==> src/include/pps_pkg.sv <==
// Constants, register map and state encodings for the pack protection supervisor.
// Assumes a single 125 MHz clock and a 32-bit Avalon-MM register port.
package pps_pkg;

  // ==========================================================
  // Timing
  localparam int CLK_PERIOD_NS = 8;
  localparam int US_NS = 1000;
  localparam int US_CYCLES = (US_NS + CLK_PERIOD_NS - 1) / CLK_PERIOD_NS;
  localparam int MS_US = 1000;
  localparam int NORMAL_PERIOD_MS = 250;
  localparam int AUTOCAL_IDLE_S = 5;
  localparam int S_MS = 1000;
  localparam int AUTOCAL_IDLE_MS = AUTOCAL_IDLE_S * S_MS;

  // ==========================================================
  // Sizes
  localparam int NPROT = 4;
  localparam int NCELL = 2;
  localparam int NBOUND = 5;
  localparam int NRANGE = 6;
  localparam int DLY_W = 20;

  // ==========================================================
  // Protection indices
  localparam int P_DCH_OVERCURRENT = 0;
  localparam int P_CHARGE_SHORT = 1;
  localparam int P_DCH_SHORT_ONE = 2;
  localparam int P_DCH_SHORT_TWO = 3;

  // ==========================================================
  // Register byte offsets
  localparam logic [7:0] A_FRONT_END_CONTROL = 8'h00;
  localparam logic [7:0] A_PROT_TUNE = 8'h04;
  localparam logic [7:0] A_SETUP_BASE = 8'h08;
  localparam logic [7:0] A_FAULT = 8'h18;
  localparam logic [7:0] A_STATUS = 8'h1C;
  localparam logic [7:0] A_MODE = 8'h20;
  localparam logic [7:0] A_COULOMB = 8'h24;
  localparam logic [7:0] A_TEMP_CFG = 8'h28;
  localparam logic [7:0] A_TEMP_WINDOW = 8'h2C;
  localparam logic [7:0] A_SEAL = 8'h30;
  localparam logic [7:0] A_CELL_OFS_BASE = 8'h34;
  localparam logic [7:0] A_BOUND_BASE = 8'h40;
  localparam logic [7:0] A_PROFILE_BASE = 8'h60;
  localparam logic [7:0] A_CELL_CAL_BASE = 8'h80;

  // ==========================================================
  // Field positions
  localparam int F_CHARGE_EN = 0;
  localparam int F_DISCHARGE_EN = 1;
  localparam int F_THR_LSB = 0;
  localparam int F_DLY_LSB = 16;
  localparam int F_TUNE_THR_LSB = 0;
  localparam int F_TUNE_DLY_LSB = 2;
  localparam int F_MODE_LSB = 0;
  localparam int F_SLEEP_LSB = 16;
  localparam int F_SEAL_SET = 0;
  localparam int F_SEAL_OPEN = 1;
  localparam int F_TINT_EN = 0;
  localparam int F_TEXT_EN = 1;
  localparam int F_TINT_CFG_LSB = 4;
  localparam int F_TEXT_CFG_LSB = 8;

  // ==========================================================
  // Mode field encodings and reset values
  localparam logic [1:0] MODE_NORMAL = 2'h0;
  localparam logic [1:0] MODE_SLEEP = 2'h1;
  localparam logic [1:0] MODE_SHUTDOWN = 2'h2;
  localparam logic [1:0] RST_CTRL = 2'h3;
  localparam logic [15:0] RST_SLEEP_MS = 16'h1388;
  localparam logic [11:0] RST_TEMP_CFG = 12'h003;
  localparam logic [31:0] RST_TEMP_WINDOW = 32'h01C20000;

endpackage

==> src/pps_top.sv <==
// Pack protection supervisor: current protections, scheduler, modes, gauge support.
// Assumes current, cell and temperature samples arrive from logic on clk.
module pps_top
  import pps_pkg::*;
#(
  parameter int MS_CYCLES = US_CYCLES * MS_US,
  parameter int AUTOCAL_MS = AUTOCAL_IDLE_MS
) (
  input wire logic clk,
  input wire logic rst,
  input wire logic [7:0] avs_address,
  input wire logic avs_read,
  input wire logic avs_write,
  input wire logic [31:0] avs_writedata,
  output logic [31:0] avs_readdata,
  output logic avs_waitrequest,
  input wire logic signed [15:0] sense_sample,
  input wire logic sense_valid,
  input wire logic [NCELL*16-1:0] cell_raw,
  input wire logic cell_valid,
  input wire logic signed [15:0] int_temp,
  input wire logic signed [15:0] ext_temp,
  input wire logic auth_ok,
  input wire logic bus_activity,
  output logic charge_fet_gate,
  output logic discharge_fet_gate,
  output logic meas_cycle,
  output logic cell_sample_req,
  output logic autocal_start,
  output logic charging,
  output logic discharging,
  output logic charge_inhibit,
  output logic [15:0] charge_voltage,
  output logic [15:0] charge_current,
  output logic int_temp_en,
  output logic ext_temp_en,
  output logic [3:0] int_temp_cfg,
  output logic [3:0] ext_temp_cfg,
  output logic [NCELL*16-1:0] cell_cal,
  output logic [NPROT-1:0] fault_flags
);

  typedef struct packed {
    logic [1:0] ctrl;
    logic [3:0] tune;
    logic [NPROT-1:0][31:0] setup;
    logic [NPROT-1:0] fault;
    logic [NPROT-1:0][DLY_W-1:0] cnt;
    logic [1:0] mode;
    logic [15:0] sleep_ms;
    logic [31:0] coulomb;
    logic signed [15:0] current;
    logic [11:0] tcfg;
    logic [31:0] twin;
    logic sealed;
    logic [NBOUND-1:0][15:0] bound;
    logic [NRANGE-1:0][31:0] profile;
    logic [NCELL-1:0][15:0] cell_ofs;
    logic [NCELL-1:0][15:0] cal;
    logic [31:0] us_cnt;
    logic [31:0] ms_cnt;
    logic [15:0] per_cnt;
    logic [31:0] idle_cnt;
    logic cal_done;
    logic cal_pulse;
    logic cyc_pulse;
    logic inhibit;
    logic [2:0] range;
    logic [31:0] charge_prof;
    logic cgate_on;
    logic dgate_on;
    logic sync1;
    logic sync2;
    logic ack;
    logic [31:0] rdata;
  } pps_state_t;

  pps_state_t s_q;
  pps_state_t s_d;

  // ==========================================================
  // Decode helpers
  function automatic logic in_block(input logic [7:0] a, input logic [7:0] base,
                                    input int n);
    in_block = (a >= base) && (a < base + 8'(4 * n)) && (a[1:0] == 2'h0);
  endfunction

  function automatic int word_idx(input logic [7:0] a, input logic [7:0] base);
    word_idx = int'(8'(a - base) >> 2);
  endfunction

  logic bus_take;
  logic us_tick;
  logic ms_tick;
  logic active;
  logic [15:0] thr_eff [NPROT];
  logic [DLY_W-1:0] dly_eff [NPROT];
  logic [NPROT-1:0] cond;
  logic [NPROT-1:0] trip;
  logic [NPROT-1:0] clr;
  logic signed [16:0] cur_wide;
  logic signed [16:0] cur_neg;
  logic signed [15:0] temp_sel;
  logic [15:0] period;
  logic [2:0] rng;
  logic [31:0] rd;

  assign avs_waitrequest = (avs_read | avs_write) & ~s_q.ack;
  assign bus_take = (avs_read | avs_write) & s_q.ack;

  always_comb begin
    s_d = s_q;
    rd = 32'h0;
    rng = 3'h0;
    clr = '0;
    trip = '0;
    cond = '0;
    active = (s_q.mode != MODE_SHUTDOWN);
    cur_wide = {s_q.current[15], s_q.current};
    cur_neg = -cur_wide;
    // ==========================================================
    // Bus pin synchroniser and time base
    s_d.sync1 = bus_activity;
    s_d.sync2 = s_q.sync1;
    // One-cycle tick enables from the single clock
    us_tick = (s_q.us_cnt == 32'(US_CYCLES - 1));
    s_d.us_cnt = us_tick ? 32'h0 : s_q.us_cnt + 32'h1;
    ms_tick = us_tick && (s_q.ms_cnt == 32'(MS_CYCLES / US_CYCLES - 1));
    if (us_tick) begin
      s_d.ms_cnt = ms_tick ? 32'h0 : s_q.ms_cnt + 32'h1;
    end
    // ==========================================================
    // Measurement scheduler
    period = (s_q.mode == MODE_SLEEP) ? s_q.sleep_ms : 16'(NORMAL_PERIOD_MS);
    if (period == 16'h0) begin
      period = 16'h1;
    end
    s_d.cyc_pulse = 1'b0;
    if (!active) begin
      s_d.per_cnt = 16'h0;
    end else if (ms_tick) begin
      if (s_q.per_cnt + 16'h1 >= period) begin
        s_d.per_cnt = 16'h0;
        s_d.cyc_pulse = 1'b1;
      end else begin
        s_d.per_cnt = s_q.per_cnt + 16'h1;
      end
    end
    // ==========================================================
    // Sense sampling and coulomb accumulation
    if (active && sense_valid) begin
      s_d.current = sense_sample;
      s_d.coulomb = s_q.coulomb + 32'(sense_sample);
    end
    // ==========================================================
    // Current protections
    for (int i = 0; i < NPROT; i++) begin
      thr_eff[i] = s_q.setup[i][F_THR_LSB +: 16] >> s_q.tune[F_TUNE_THR_LSB +: 2];
      dly_eff[i] = DLY_W'({4'h0, s_q.setup[i][F_DLY_LSB +: 16]}
                          << s_q.tune[F_TUNE_DLY_LSB +: 2]);
      if (i == P_CHARGE_SHORT) begin
        cond[i] = active && (cur_wide > signed'({1'b0, thr_eff[i]}));
      end else begin
        cond[i] = active && (cur_neg > signed'({1'b0, thr_eff[i]}));
      end
      // Counter holds at the delay; trip repeats while condition stays
      if (!cond[i]) begin
        s_d.cnt[i] = '0;
      end else if (s_q.cnt[i] >= dly_eff[i]) begin
        trip[i] = 1'b1;
      end else if (us_tick) begin
        s_d.cnt[i] = s_q.cnt[i] + DLY_W'(1);
      end
    end
    // ==========================================================
    // Measurement cycle data updates
    temp_sel = s_q.tcfg[F_TEXT_EN] ? ext_temp : int_temp;
    for (int b = 0; b < NBOUND; b++) begin
      if (temp_sel >= signed'(s_q.bound[b])) begin
        rng = rng + 3'h1;
      end
    end
    if (s_q.cyc_pulse) begin
      s_d.range = rng;
      s_d.charge_prof = s_q.profile[rng];
      s_d.inhibit = (temp_sel < signed'(s_q.twin[15:0]))
                    || (temp_sel > signed'(s_q.twin[31:16]));
    end
    if (active && cell_valid) begin
      for (int c = 0; c < NCELL; c++) begin
        s_d.cal[c] = cell_raw[c*16 +: 16] - s_q.cell_ofs[c];
      end
    end
    // ==========================================================
    // Auto-calibration idle watch
    s_d.cal_pulse = 1'b0;
    if (s_q.sync2) begin
      s_d.idle_cnt = 32'h0;
      s_d.cal_done = 1'b0;
    end else if (ms_tick && !s_q.cal_done && active) begin
      if (s_q.idle_cnt + 32'h1 >= 32'(AUTOCAL_MS)) begin
        s_d.cal_pulse = 1'b1;
        s_d.cal_done = 1'b1;
      end else begin
        s_d.idle_cnt = s_q.idle_cnt + 32'h1;
      end
    end
    // ==========================================================
    // Register slave
    s_d.ack = (avs_read | avs_write) & ~s_q.ack;
    // Sealed state ignores writes to protection and charge settings
    if (avs_write && bus_take) begin
      case (avs_address)
        A_FRONT_END_CONTROL: s_d.ctrl = avs_writedata[1:0];
        A_PROT_TUNE: if (!s_q.sealed) s_d.tune = avs_writedata[3:0];
        A_FAULT: clr = avs_writedata[NPROT-1:0];
        A_MODE: begin
          s_d.mode = avs_writedata[F_MODE_LSB +: 2];
          s_d.sleep_ms = avs_writedata[F_SLEEP_LSB +: 16];
        end
        A_TEMP_CFG: s_d.tcfg = avs_writedata[11:0];
        A_TEMP_WINDOW: if (!s_q.sealed) s_d.twin = avs_writedata;
        A_SEAL: begin
          if (avs_writedata[F_SEAL_SET]) begin
            s_d.sealed = 1'b1;
          end else if (avs_writedata[F_SEAL_OPEN] && auth_ok) begin
            s_d.sealed = 1'b0;
          end
        end
        default: begin
          if (!s_q.sealed && in_block(avs_address, A_SETUP_BASE, NPROT)) begin
            s_d.setup[word_idx(avs_address, A_SETUP_BASE)] = avs_writedata;
          end
          if (in_block(avs_address, A_CELL_OFS_BASE, NCELL)) begin
            s_d.cell_ofs[word_idx(avs_address, A_CELL_OFS_BASE)] = avs_writedata[15:0];
          end
          if (!s_q.sealed && in_block(avs_address, A_BOUND_BASE, NBOUND)) begin
            s_d.bound[word_idx(avs_address, A_BOUND_BASE)] = avs_writedata[15:0];
          end
          if (!s_q.sealed && in_block(avs_address, A_PROFILE_BASE, NRANGE)) begin
            s_d.profile[word_idx(avs_address, A_PROFILE_BASE)] = avs_writedata;
          end
        end
      endcase
    end
    // Set wins over clear; live condition re-latches a cleared flag
    s_d.fault = (s_q.fault & ~clr) | trip | (s_q.fault & clr & cond);
    s_d.cgate_on = active && s_q.ctrl[F_CHARGE_EN] && (s_d.fault == '0);
    s_d.dgate_on = active && s_q.ctrl[F_DISCHARGE_EN] && (s_d.fault == '0);
    // Read mux; unmapped addresses return zero
    case (avs_address)
      A_FRONT_END_CONTROL: rd = {30'h0, s_q.ctrl};
      A_PROT_TUNE: rd = {28'h0, s_q.tune};
      A_FAULT: rd = {28'h0, s_q.fault};
      A_STATUS: rd = {22'h0, s_q.range, s_q.inhibit, s_q.sealed,
                      cur_neg > 17'sh0, cur_wide > 17'sh0,
                      s_q.dgate_on, s_q.cgate_on, active};
      A_MODE: rd = {s_q.sleep_ms, 14'h0, s_q.mode};
      A_COULOMB: rd = s_q.coulomb;
      A_TEMP_CFG: rd = {20'h0, s_q.tcfg};
      A_TEMP_WINDOW: rd = s_q.twin;
      A_SEAL: rd = {31'h0, s_q.sealed};
      default: begin
        if (in_block(avs_address, A_SETUP_BASE, NPROT)) begin
          rd = s_q.setup[word_idx(avs_address, A_SETUP_BASE)];
        end
        if (in_block(avs_address, A_CELL_OFS_BASE, NCELL)) begin
          rd = {16'h0, s_q.cell_ofs[word_idx(avs_address, A_CELL_OFS_BASE)]};
        end
        if (in_block(avs_address, A_BOUND_BASE, NBOUND)) begin
          rd = {16'h0, s_q.bound[word_idx(avs_address, A_BOUND_BASE)]};
        end
        if (in_block(avs_address, A_PROFILE_BASE, NRANGE)) begin
          rd = s_q.profile[word_idx(avs_address, A_PROFILE_BASE)];
        end
        if (in_block(avs_address, A_CELL_CAL_BASE, NCELL)) begin
          rd = {16'h0, s_q.cal[word_idx(avs_address, A_CELL_CAL_BASE)]};
        end
      end
    endcase
    if (avs_read && !s_q.ack) begin
      s_d.rdata = rd;
    end
  end

  always_ff @(posedge clk or posedge rst) begin
    if (rst) begin
      s_q <= '0;
      s_q.ctrl <= RST_CTRL;
      s_q.sleep_ms <= RST_SLEEP_MS;
      s_q.tcfg <= RST_TEMP_CFG;
      s_q.twin <= RST_TEMP_WINDOW;
      s_q.sealed <= 1'b1;
    end else begin
      s_q <= s_d;
    end
  end

  // ==========================================================
  // Outputs
  assign avs_readdata = s_q.rdata;
  assign charge_fet_gate = s_q.cgate_on;
  assign discharge_fet_gate = s_q.dgate_on;
  assign meas_cycle = s_q.cyc_pulse;
  assign cell_sample_req = s_q.cyc_pulse;
  assign autocal_start = s_q.cal_pulse;
  assign charging = active && (s_q.current > 16'sh0);
  assign discharging = active && (s_q.current < 16'sh0);
  assign charge_inhibit = s_q.inhibit;
  assign charge_voltage = s_q.charge_prof[31:16];
  assign charge_current = s_q.charge_prof[15:0];
  assign int_temp_en = s_q.tcfg[F_TINT_EN];
  assign ext_temp_en = s_q.tcfg[F_TEXT_EN];
  assign int_temp_cfg = s_q.tcfg[F_TINT_CFG_LSB +: 4];
  assign ext_temp_cfg = s_q.tcfg[F_TEXT_CFG_LSB +: 4];
  assign cell_cal = s_q.cal;
  assign fault_flags = s_q.fault;

endmodule // pps_top

==> config.mk <==
export PLATFORM = sky130hd
export DESIGN_NAME = pps_top
export DESIGN_NICKNAME = d
export VERILOG_FILES = /design/src/include/pps_pkg.sv /design/src/pps_top.sv
export SDC_FILE = /design/constraint.sdc
export NUM_CORES = 2
export LEC_CHECK = 0
export BUFFER_PORTS_ARGS = -buffer_cell sky130_fd_sc_hd__buf_2
export CAP_MARGIN = 20
export CORE_ASPECT_RATIO = 1.5
export CORE_MARGIN = 4
export CORE_UTILIZATION = 63
export CTS_CLUSTER_DIAMETER = 150
export DETAILED_ROUTE_END_ITERATION = 16
export MAX_ROUTING_LAYER = met4
export PLACE_DENSITY = 0.81
export SYNTH_ARGS = -nofsm -noshare
export SYNTH_HDL_FRONTEND = slang
export SYNTH_SLANG_ARGS = --single-unit
==> constraint.sdc <==
create_clock -name clk -period 32.6 [get_ports clk]
set_input_delay 6.52 -clock clk [delete_from_list [all_inputs] [get_ports clk]]
set_output_delay 6.52 -clock clk [all_outputs]
set_load 0.02 [all_outputs]
==> metrics <==
share of cells above drive strength 1 0.2406; DP Wirelength 116,600 um; drt pass-1 iters 10; commonest non-fill, non-tap cell in the layout dfrtp_1; grt met2 use 0.5643; crit path time final 13.60 ns; Vias per Instance 6.769; nature of the critical path startpoint input port; largest net degree at the start of global routing 167; most frequent cells in the layout 835 x dfrtp_1, 587 x mux2_2, 352 x ha_1; post-synthesis adder-cell area fraction 0.08288; met1 layer usage reported by global route 0.4431; VDD IR max 44.99 uV; DRT iter0 DRCs 4,888; Hold Worst Slack 0.3590 ns; first-pass GRT wire length 249,700 um; status complete, no violations; final worst-path cycle share 0.4171; worst slew pin tran 1.219 ns; root buffer cell clkbuf_16; skew final 0.03756 ns; die footprint 91,130 um^2; Clk pin slew, worst setup/hold paths 0.06 ns; CTS max path bufs 3; # DRC 0; crit path DAT 7.08 ns; I/O pin count 247; CTS Buf Count 85; Max stage delay on crit path 0.19 ns; P_int 1.872 mW; FMAX 73.55 MHz; GRT met3 Usage 0.09368; total negative slack 0 ns; leakage 26.71 nW; CP Class in2out; main flop type after synthesis dfrtp_1; CTS H-Tree Depth 3; Final Max Tran Viols 0; CTS tree yes; Post-Synth Simple-Gate Area 0.1155; Final setup viols 0; Async S/R FF share, synth 1.000; syn nets 5,627; initial antenna violation count 14; All-Layer GR Usage 0.3649; Worst-Skew Late Latency 0.69 ns; RSZ-0062 raised after global routing no; Antenna Nets Post-Route 0; family with the most delay on the worst path buffers and inverters; core area 85,400 um^2; Nets 5,644; Synth Area per Inst 10.57 um^2; Filler cells 6,179; Slowest-stage cell, CP buf_2; ranking of synthesized cells by area dfrtp_1 39%, mux2_2 12%, ha_1 8.1%; largest area contributor in the netlist dfrtp_1; Netlist cell types 90; total gr overflow 0; number of synthesized flops with an enable pin 0; Routed Wire Length 163,200 um; largest family of logic cells by synthesized area multiplexers; I/O Buffers 246; number of cell rows 131; die extent in x 247.8 um; vias in the first global route 42,950; PwrDens 45.52 nW/um^2; Starting Density 0.6364; Worst EP required 26.08 ns; GP Congestion 1.040; crit path cell chain buf_2, nor2_1, nor2_1, buf_2; number of buffers inserted by hold repair at cts 0; post-CTS setup buffers 0; Ys Warns 0; Synth Instances 5,144; die height 367.7 um; Setup crit end kind output port; Mapped Area 54,350 um^2; Relative slew margins 0.1773; XOR/XNOR Fraction of Synth Area 0.03274; Net Switching 0.8000 mW; area share of the leading cell type in the synthesized netlist 0.3863; post-synthesis mux area share 0.2051; PostCTS Resize Cnt 0; Fin. Hold Viols 0; Worst Path Max Fanout 6; compound-cell area share of the yosys netlist 0.1143; FF+latch count, synth 853; Flop pwr share 0.428; grt peak-use layer met2; sequential fraction of the synthesis area 0.3931; Hold WC Path Type reg2reg; via count 43,140; Switching Share 0.2994; maxcap violations 0; CP bufs+invs 2; Comb power frac 0.183; clk sink count 853; clock power share 0.389; DR WL/cell 25.61 um; area grow syn2layout 8.007%
==> path summary, 6_finish.rpt <==
| kind | from | endpoint | slack, ns | cells after the start |
|---|---|---|---|---|
| setup / recovery | avs_write | avs_waitrequest | 19.00 | 4 |
| min in group asynchronous | rst | s_q[93] | 6.00 | 2 |
| max in group asynchronous | rst | s_q[498] | 23.35 | 5 |
| setup reg to reg | ext_temp_en | charge_voltage[3] | 25.41 | 24 |
| hold / removal | s_d[33] | s_q[33] | 0.36 | 0 |
| hold reg to reg | s_d[33] | s_q[33] | 0.36 | 0 |
==> layer usage <==
layer | vias to the layer above | routed length (um)
li1 | 18770 | -
met1 | 21400 | 59900
met2 | 2414 | 76140
met3 | 565 | 17230
met4 | 0 | 9922
met5 | - | 0
==> power by group through the flow <==
stage | Sequential, mW | Combinational, mW | Clock [mW]
after detailed placement | 1.16 | 0.477 | 0
after floorplan | 1.14 | 0.361 | 0
after global placement | 1.16 | 0.465 | 0
after global routing | 1.15 | 0.530 | 1.09
after CTS | 1.14 | 0.480 | 1.05
final | 1.14 | 0.489 | 1.04
==> registers in the layout, indices dropped and copies added, names as in the netlist <==
register / flops
cur_wide: 16
discharge_fet_gate: 1
int_temp_en: 1
charge_voltage: 16
autocal_start: 1
cell_sample_req: 1
s_d: 1
cell_cal: 32
int_temp_cfg: 4
charge_fet_gate: 1
ext_temp_cfg: 4
s_q: 721
charge_current: 16
avs_readdata: 32
charge_inhibit: 1
ext_temp_en: 1
fault_flags: 4
==> worst register-to-register path: stages, from the launching register on <==
cell,delay (ns)
dfstp_2,0.85
mux2_2,0.51
ha_1,0.32
nor2b_1,0.13
o21a_1,0.16
o21a_1,0.17
o21a_1,0.16
o21a_1,0.16
o21a_1,0.16
o21a_1,0.15
o21ai_0,0.15
a21o_1,0.14
and2_1,0.12
ha_1,0.26
xnor2_2,0.46
inv_1,0.17
ha_1,0.37
mux2_2,0.32
ha_1,0.34
o21ai_0,0.16
a21boi_4,0.23
buf_4,0.50
nand3_1,0.42
buf_4,0.40
o221ai_1,0.27
==> cell families after synthesis <==
| logic type | Yosys count |
|---|---|
| AO/OA/AOI/OAI | 929 |
| XOR/XNOR | 196 |
| adder cells (fa/ha/maj) | 359 |
| buffers and inverters | 703 |
| flip-flops | 853 |
| multiplexers | 866 |
| AND/OR/NAND/NOR | 1238 |
==> synth_stat cells, types with 33 or more instances <==
library cell / number
clkbuf_1: 183
nand4_1: 72
a222oi_1: 60
nor2b_1: 69
nand2b_1: 65
a22oi_1: 42
o211ai_1: 33
a21o_1: 69
and2_1: 36
mux2i_1: 139
a211oi_1: 48
and3_1: 55
mux2_2: 587
nor4_1: 33
o21ai_0: 251
dfrtp_1: 839
a21oi_1: 176
o21a_1: 52
ha_1: 352
nor2_1: 228
inv_1: 316
nor3_1: 73
xor2_1: 77
mux4_2: 139
or3_1: 46
nand3_1: 117
buf_1: 79
nand2_1: 341
buf_4: 109
xnor2_1: 113
==> area by class of cell <==
type                            count  area [um^2]  share of cell area
Antenna cell                       14        35.03           0.0005968
Clock buffer                      113         2372             0.04041
Clock inverter                     42        528.0            0.008995
Inverter                          317         1197             0.02040
Multi-Input combinational cell   3588        29990              0.5109
Sequential cell                   853        21370              0.3641
Tap cell                         1130         1414             0.02409
Timing Repair Buffer              316         1793             0.03054
==> stage by stage <==
stage,instances,utilization,worst slack (ns),power [mW],cell area [um^2]
after floorplan,5144,-,2.135,1.502,54350
after global placement,6201,0.6526,19.01,1.624,55730
after detailed placement,6201,0.6526,19.03,1.636,55730
after CTS,6356,0.6866,19.01,2.667,58630
after global routing,6373,0.6874,18.95,2.769,58700
final,6373,0.6874,19.00,2.672,58700
No activity file was read; power rests on OpenSTA's default activity.
